===== config.mk =====
export PLATFORM = sky130hd
export DESIGN_NAME = sog_addr_gen
export DESIGN_NICKNAME = d
export VERILOG_FILES = /design/src/sog_pkg.sv /design/src/sog_sum_if.sv /design/src/sog_addr_gen.sv /design/src/sog_offset_adder.sv
export VERILOG_INCLUDE_DIRS = /design/src
export SDC_FILE = /design/constraint.sdc
export NUM_CORES = 1
export LEC_CHECK = 0
export BUFFER_PORTS_ARGS = -buffer_cell sky130_fd_sc_hd__buf_4
export CAP_MARGIN = 20
export CORE_MARGIN = 10
export CORE_UTILIZATION = 51
export DETAILED_ROUTE_END_ITERATION = 10
export PLACE_DENSITY = 0.87
export SKIP_LAST_GASP = 1
export SLEW_MARGIN = 20
export SYNTH_ARGS = -nofsm -noshare
export SYNTH_HDL_FRONTEND = slang
export SYNTH_SLANG_ARGS = --single-unit

===== constraint.sdc =====
create_clock -name mclk -period 6.1 [get_ports mclk]
set_input_delay 0.305 -clock mclk [delete_from_list [all_inputs] [get_ports mclk]]
set_output_delay 0.305 -clock mclk [all_outputs]
set_load 0.03 [all_outputs]

===== src/sog_defines.svh =====
// address generator constants: widths, reset values, segment size
`ifndef SOG_DEFINES_SVH
`define SOG_DEFINES_SVH

`define SOG_WORD_W      16
`define SOG_BYTE_W      8
`define SOG_SIGN_BIT    7
`define SOG_SEG_BYTES   17'h10000
`define SOG_OFFSET_RST  16'h0000
`define SOG_OPERAND_RST 16'h0000
`define SOG_ZERO_BYTE   8'h00
`define SOG_ZERO_WORD   16'h0000

`endif


===== src/sog_pkg.sv =====
// address generator types: modes, access kinds, selectors, state
`include "sog_defines.svh"

package sog_pkg;

    typedef enum logic [2:0] {
        MODE_REG, MODE_IMM, MODE_DIRECT, MODE_INDIR,
        MODE_BASED, MODE_INDEXED, MODE_BI, MODE_BID
    } sog_mode_t;

    typedef enum logic [1:0] {
        KIND_OPERAND, KIND_PREFETCH, KIND_STACK, KIND_STR_DST
    } sog_kind_t;

    typedef enum logic [1:0] {
        SEG_EXTRA, SEG_CODE, SEG_STACK, SEG_DATA
    } sog_seg_t;

    typedef enum logic {BASE_GENERAL, BASE_FRAME} sog_base_t;
    typedef enum logic {IDX_SOURCE, IDX_DEST} sog_index_t;

    typedef enum logic [1:0] {
        IND_SOURCE, IND_DEST, IND_GENERAL, IND_FRAME
    } sog_indir_t;

    typedef struct packed {
        logic                   valid;
        sog_seg_t               seg;
        logic [`SOG_WORD_W-1:0] offset;
        logic                   isMem;
        logic [`SOG_WORD_W-1:0] operand;
    } sog_state_t;

endpackage


===== src/sog_sum_if.sv =====
// offset adder operand bundle between controller and adder
`include "sog_defines.svh"

interface sog_sum_if;
    logic [`SOG_WORD_W-1:0] disp;
    logic [`SOG_WORD_W-1:0] base;
    logic [`SOG_WORD_W-1:0] index;
    logic                   useBase;
    logic                   useIndex;
    logic [`SOG_WORD_W-1:0] sum;

    modport ctrl (
        output disp, base, index, useBase, useIndex,
        input  sum
    );
    modport adder (
        input  disp, base, index, useBase, useIndex,
        output sum
    );
endinterface


===== src/sog_addr_gen.sv =====
// segment and offset generator for memory, register, immediate operands
//
// Overview of operation
// - memory address is a 2-bit segment choice plus 16-bit offset.
// - instruction prefetch always uses the code segment register.
// - stack pushes/pops and frame-base references use the stack segment.
// - other data references default to the data segment register.
// - string destinations use the extra segment register.
// - an override prefix replaces the implicit segment for the operand.
// - offset is the 16-bit sum of present elements, carry dropped.
// - 8-bit displacement is sign-extended to 16 bits before adding.
// - displacement is an 8- or 16-bit immediate from the instruction.
// - base element is general base or frame base register only.
// - index element is source or destination index register only.
// - direct mode offset equals the displacement alone.
// - register indirect offset is exactly one index or base register.
// - based mode offset is displacement plus one base register.
// - indexed mode offset is displacement plus one index register.
// - based indexed offset is base plus index, no displacement.
// - based indexed with displacement sums base, index, displacement.
// - register mode takes a general register, no memory address.
// - immediate mode takes instruction bytes, no memory address.
`include "sog_defines.svh"

module sog_addr_gen (
    // clock and reset
    input  logic                   mclk,
    input  logic                   rst_n,
    // decoded request
    input  logic                   reqValid,
    output logic                   reqReady,
    input  sog_pkg::sog_kind_t     accKind,
    input  sog_pkg::sog_mode_t     addrMode,
    input  sog_pkg::sog_base_t     baseSel,
    input  sog_pkg::sog_index_t    indexSel,
    input  sog_pkg::sog_indir_t    indirSel,
    input  logic                   dispWide,
    input  logic [`SOG_WORD_W-1:0] dispIn,
    input  logic                   ovrValid,
    input  sog_pkg::sog_seg_t      ovrSeg,
    // register file and instruction stream values
    input  logic [`SOG_WORD_W-1:0] generalBase,
    input  logic [`SOG_WORD_W-1:0] frameBase,
    input  logic [`SOG_WORD_W-1:0] sourceIndex,
    input  logic [`SOG_WORD_W-1:0] destIndex,
    input  logic [`SOG_WORD_W-1:0] stackPtr,
    input  logic [`SOG_WORD_W-1:0] instPtr,
    input  logic [`SOG_WORD_W-1:0] regOperand,
    input  logic [`SOG_WORD_W-1:0] immOperand,
    input  logic                   opWide,
    // result toward the bus unit
    output logic                   outValid,
    output sog_pkg::sog_seg_t      outSeg,
    output logic [`SOG_WORD_W-1:0] outOffset,
    output logic                   outIsMem,
    output logic [`SOG_WORD_W-1:0] outOperand
);

    // true when the frame base register acts as base of the operand
    function automatic logic framed(
        input sog_pkg::sog_mode_t  m,
        input sog_pkg::sog_base_t  b,
        input sog_pkg::sog_indir_t r
    );
        logic f;
        f = 1'b0;
        case (m)
            sog_pkg::MODE_BASED,
            sog_pkg::MODE_BI,
            sog_pkg::MODE_BID: f = (b == sog_pkg::BASE_FRAME);
            sog_pkg::MODE_INDIR: f = (r == sog_pkg::IND_FRAME);
            default: f = 1'b0;
        endcase
        return f;
    endfunction

    // implicit segment before any override
    function automatic sog_pkg::sog_seg_t implicitSeg(
        input sog_pkg::sog_kind_t k,
        input logic               frm
    );
        sog_pkg::sog_seg_t s;
        s = sog_pkg::SEG_DATA;
        case (k)
            sog_pkg::KIND_PREFETCH: s = sog_pkg::SEG_CODE;
            sog_pkg::KIND_STACK:    s = sog_pkg::SEG_STACK;
            sog_pkg::KIND_STR_DST:  s = sog_pkg::SEG_EXTRA;
            sog_pkg::KIND_OPERAND:
                s = frm ? sog_pkg::SEG_STACK
                        : sog_pkg::SEG_DATA;
            default: s = sog_pkg::SEG_DATA;
        endcase
        return s;
    endfunction

    function automatic logic memMode(input sog_pkg::sog_mode_t m);
        return !(m == sog_pkg::MODE_REG || m == sog_pkg::MODE_IMM);
    endfunction

    sog_pkg::sog_state_t    state_r;
    sog_pkg::sog_state_t    state_nxt;
    logic [`SOG_WORD_W-1:0] dispExt;
    logic [`SOG_WORD_W-1:0] baseVal;
    logic [`SOG_WORD_W-1:0] indexVal;
    logic [`SOG_WORD_W-1:0] indirVal;
    logic                   frameUsed;
    sog_pkg::sog_seg_t      segPick;

    sog_sum_if sumBus ();

    sog_offset_adder u_adder (
        .bus (sumBus)
    );

    // no back-pressure: one request per cycle
    assign reqReady = 1'b1;

    always_comb begin
        dispExt = dispWide ? dispIn
                : {{`SOG_BYTE_W{dispIn[`SOG_SIGN_BIT]}},
                   dispIn[`SOG_BYTE_W-1:0]};
        baseVal = (baseSel == sog_pkg::BASE_FRAME) ? frameBase
                : generalBase;
        indexVal = (indexSel == sog_pkg::IDX_DEST) ? destIndex
                 : sourceIndex;
        case (indirSel)
            sog_pkg::IND_SOURCE:  indirVal = sourceIndex;
            sog_pkg::IND_DEST:    indirVal = destIndex;
            sog_pkg::IND_GENERAL: indirVal = generalBase;
            sog_pkg::IND_FRAME:   indirVal = frameBase;
            default:              indirVal = sourceIndex;
        endcase
    end

    // element steering into the adder
    always_comb begin
        sumBus.disp     = `SOG_ZERO_WORD;
        sumBus.base     = baseVal;
        sumBus.index    = indexVal;
        sumBus.useBase  = 1'b0;
        sumBus.useIndex = 1'b0;
        case (addrMode)
            sog_pkg::MODE_DIRECT: begin
                sumBus.disp = dispExt;
            end
            sog_pkg::MODE_INDIR: begin
                sumBus.base    = indirVal;
                sumBus.useBase = 1'b1;
            end
            sog_pkg::MODE_BASED: begin
                sumBus.disp    = dispExt;
                sumBus.useBase = 1'b1;
            end
            sog_pkg::MODE_INDEXED: begin
                sumBus.disp     = dispExt;
                sumBus.useIndex = 1'b1;
            end
            sog_pkg::MODE_BI: begin
                sumBus.useBase  = 1'b1;
                sumBus.useIndex = 1'b1;
            end
            sog_pkg::MODE_BID: begin
                sumBus.disp     = dispExt;
                sumBus.useBase  = 1'b1;
                sumBus.useIndex = 1'b1;
            end
            default: begin
                sumBus.disp = `SOG_ZERO_WORD;
            end
        endcase
    end

    // segment choice with override
    always_comb begin
        frameUsed = framed(addrMode, baseSel, indirSel);
        segPick   = implicitSeg(accKind, frameUsed);
        if (accKind == sog_pkg::KIND_OPERAND && ovrValid) begin
            segPick = ovrSeg;
        end
    end

    // next state
    always_comb begin
        state_nxt       = state_r;
        state_nxt.valid = reqValid;
        if (reqValid) begin
            state_nxt.seg = segPick;
            case (accKind)
                sog_pkg::KIND_PREFETCH: begin
                    state_nxt.offset = instPtr;
                    state_nxt.isMem  = 1'b1;
                end
                sog_pkg::KIND_STACK: begin
                    state_nxt.offset = stackPtr;
                    state_nxt.isMem  = 1'b1;
                end
                sog_pkg::KIND_STR_DST: begin
                    state_nxt.offset = destIndex;
                    state_nxt.isMem  = 1'b1;
                end
                default: begin
                    state_nxt.isMem = memMode(addrMode);
                    state_nxt.offset = memMode(addrMode)
                        ? sumBus.sum
                        : `SOG_ZERO_WORD;
                    if (addrMode == sog_pkg::MODE_REG) begin
                        state_nxt.operand = opWide ? regOperand
                            : {`SOG_ZERO_BYTE,
                               regOperand[`SOG_BYTE_W-1:0]};
                    end else if (addrMode == sog_pkg::MODE_IMM) begin
                        state_nxt.operand = opWide ? immOperand
                            : {`SOG_ZERO_BYTE,
                               immOperand[`SOG_BYTE_W-1:0]};
                    end
                end
            endcase
        end
    end

    always_ff @(posedge mclk) begin
        if (!rst_n) begin
            state_r.valid   <= 1'b0;
            state_r.seg     <= sog_pkg::SEG_CODE;
            state_r.offset  <= `SOG_OFFSET_RST;
            state_r.isMem   <= 1'b0;
            state_r.operand <= `SOG_OPERAND_RST;
        end else begin
            state_r <= state_nxt;
        end
    end

    assign outValid   = state_r.valid;
    assign outSeg     = state_r.seg;
    assign outOffset  = state_r.offset;
    assign outIsMem   = state_r.isMem;
    assign outOperand = state_r.operand;

    // checking helpers
    logic [`SOG_WORD_W:0]   bidWide;
    logic [`SOG_WORD_W-1:0] signDisp;
    logic                   opReq;
    assign bidWide  = {1'b0, dispExt} + {1'b0, baseVal}
                    + {1'b0, indexVal};
    assign signDisp = {{`SOG_BYTE_W{dispIn[`SOG_SIGN_BIT]}},
                       dispIn[`SOG_BYTE_W-1:0]};
    assign opReq    = reqValid && accKind == sog_pkg::KIND_OPERAND;
endmodule


===== src/sog_offset_adder.sv =====
// three-element modulo 2^16 offset adder
`include "sog_defines.svh"

module sog_offset_adder (
    sog_sum_if.adder bus
);
    logic [`SOG_WORD_W:0] wideSum;
    logic [`SOG_WORD_W:0] baseTerm;
    logic [`SOG_WORD_W:0] indexTerm;

    always_comb begin
        baseTerm  = bus.useBase  ? {1'b0, bus.base}  : '0;
        indexTerm = bus.useIndex ? {1'b0, bus.index} : '0;
        wideSum   = {1'b0, bus.disp} + baseTerm + indexTerm;
        // carry out of the top bit is dropped
        bus.sum   = wideSum[`SOG_WORD_W-1:0];
    end
endmodule


==> results.md <==
* Via count at between 4000 and 5000
* Global Route Usage Sum at 0.234
* Starting Density at 0.526
* Register area share after synthesis at 0.177
* Setup Fix Bufs, Post-CTS at 0
* Fmax at between 200 and 300 MHz
* ANT cells at 0
* Crit share post-route at 0.608
* Layout Skew at 0 ns
* Post-Syn Instances at between 400 and 500
* Most frequent cell after synthesis: nand2_1
* Synth top area share at 0.177
* Main combinational cell family by area after synthesis: multiplexers
* Worst reg2reg path startpoint: outOffset[14]
* Period minus WS final at ~3.7 ns
* Vias per cell at 5.89
* DR top layer: met4
* Met2 routed WL at between 7 and 8 mm
* WP data required at roughly 6.3 ns
* Worst R2R Path Depth at 3
* Die Area at ~12000 sq um
* First DRT Iteration DRCs at approximately 230
* Floorplan core area at a little under 8000 sq um
* Area growth from synthesis to layout at 39.1%
* RePlAce Congestion at between 0.9 and 1
* Antenna violations before repair at 0
* M1 WL at 5.24 mm
* Crit start category: input pin
* CTS tree: yes
* Synthesized-area fraction occupied by and/or/nand/nor cells at 0.154
* Clock sink count at 36
* Largest net degree at the start of global routing at 31
* Hold Path Class: in -> reg
* Rows at 32
* VDD IR-drop max at about 0.095 mV
* Multiplexer area fraction after synthesis at 0.261
* Hold_sp: immOperand[9]
* Post-cts hold buffer count at 0
* TritonCTS Buffers at 5
* Synth Flop Type: dfxtp_1
* First-pass GRT wire length at between 20 and 25 mm
* Synth Net Count at 665
* CP peak stage delay at 0.61 ns
* Min-Delay Endpoint: outOperand[9]
* Clock H-tree levels at 2
* Overall power at about 0.92 mW
* Synth top cells by count: nand2_1, dfxtp_1, mux2i_1
* Vias in the first global route at approximately 4600
* Post-synth EDFFs at 0
* Unique masters post-synth at 60
* WS Path Type: in -> reg
* Hold Vio Cnt, Final at 0
* Compound-cell area share of the yosys netlist at 0.192
* Root Driver: clkbuf_8
* Area share of fa/ha/maj cells after synthesis at 0.122
* Router iterations before antenna repair at 5
* Worst EP arrival at roughly 3.9 ns
* Synth Area in XOR/XNOR at 0.0271
* DRT antenna net count at 0
* Wire length on met3 at 1.47 mm
* Worst Hold Depth at 3
* Max-cap viol count at 0
* DRC at 0
* Area leader, netlist: dfxtp_1
* Die width at approximately 110 microns
* I/O Buffers at 196
* Die height at ~110 microns
* YS warnings at 0
* Sum Neg Setup Slack at 0 ns
* CTS clk-pin slew, worst paths at approximately 0.070 ns
* RSZ-0062 raised after global routing: no
* Max Slew Vio Count at 0
* Reg-to-reg slack, setup at approximately 5.2 ns
* CP max FO at 17
* CTS resizes at 0
* Io pins at roughly 200
* Slew @ Worst Pin at 0.732 ns
* Fin nets at about 840
* Wirelength per Cell at 19.7 microns
* Routed WL at ~15 mm
* Synthesis-stage register bit count at 36
* Mean post-synth cell area at ~8.6 sq um
* Slew headroom at 0.510
* Fraction of layout cells with a size suffix above 1 at 0.410
* Setup violators final at 0
* Reg-to-reg endpoint: outOffset[14]
* Synth area leaders: dfxtp_1, mux2_2, mux4_2
* Element type at the critical path end: flip-flop
* PwrDens at 163 nW/um^2
* Crit-path cells: buf_4 -> and3b_1 -> a21oi_1 -> fa_1 -> inv_1 -> ha_1 -> fa_1 -> a21oi_1 -> o211ai_1 -> a311oi_2 -> xnor2_1 -> a222oi_1 -> nand2_1 -> o211a_1
* DP HPWL at approximately 12 mm
* Overflow after GRT at 0
* Async set-reset flop share out of synthesis at 0
* Worst skew pair latency at slightly below 0.3 ns
* CTS max path bufs at 2
* Lkg Pwr at 2.81 nW
* Mapped Area at just over 4000 sq um
* Status: complete, no violations
* Slowest stage cell, crit path: and3b_1
placed cells by master (no fill, tap or decap), drive strengths merged, types with 4 or more instances in the layout:
cell type and count:
a22oi 4, nand2b 7, clkbuf 6, dfxtp 36
o21a 5, xnor2 7, nand3 6, nor3 6
mux4 16, nand2 80, inv 32, a31oi 5
o211a 10, buf 200, fa 16, a21oi 29
a21o 4, o21ai 27, mux2 33, mux2i 33
nor2 18, a221oi 8, ha 14
cell type report:
| cell class | instances | area [sq um] |
|---|---|---|
| clock inverters | 2 | 35.0 |
| clock buffers | 6 | 72.6 |
| flip-flops and latches | 36 | 721 |
| multi-input cells | 372 | 3080 |
| inverters | 32 | 120 |
| repair buffers | 200 | 1500 |
| well taps | 102 | 128 |
| fillers | 578 | 2070 |
registers in the layout, summed over array words and instances, names as in the netlist:
name	flops
outOffset	16
outIsMem	1
outValid	1
outOperand	16
outSeg	2
worst max-delay path by stage:
stage,startpoint,to,slack [ns],cells after the start
after global placement,addrMode[2],outOffset[11],2.31,14
after floorplan,indirSel[0],outOffset[10],2.42,14
after global routing,addrMode[2],outOffset[11],2.19,14
after detailed placement,addrMode[2],outOffset[11],2.17,14
final,addrMode[2],outOffset[11],2.39,14
after CTS,addrMode[2],outOffset[11],2.44,14
worst max-delay path: cells and delay by family:
family                   cells  cell delay, ns
AO/OA/AOI/OAI                6            1.45
adder cells (fa/ha/maj)      3            1.15
AND/OR/NAND/NOR              2            0.70
buffers and inverters        2            0.18
XOR/XNOR                     1            0.11
metrics by stage:
step	hold WS, ns	utilization	setup slack, ns	cells	cell area [sq um]
6_report	0.287	0.732	2.39	750	5660
5_1_grt	0.312	0.732	2.19	750	5660
4_1_cts	0.286	0.732	2.44	750	5660
3_5_place_dp	0.451	0.718	2.17	742	5550
3_3_place_gp	0.438	0.718	2.31	742	5550
2_1_floorplan	0.489	-	2.42	474	4070
cell families after synthesis:
family / after synthesis
compound gates: 113
xor+xnor: 11
fa+ha+maj: 30
buf+inv: 66
flops: 36
mux: 82
other cells: 1
simple gates: 135
metal layers:
layer | global-route usage | up-vias
li1 | - | 2052
met1 | 0.248 | 2096
met2 | 0.433 | 231
met3 | 0.0731 | 36
met4 | 0.0762 | 0
met5 | 0 | -
power breakdown:
group          internal [mW]  switching, mW
registers              0.247        0.00691
clock network          0.121         0.0873
logic                  0.223          0.235
Note: power is estimated with default switching activity, not from simulation.
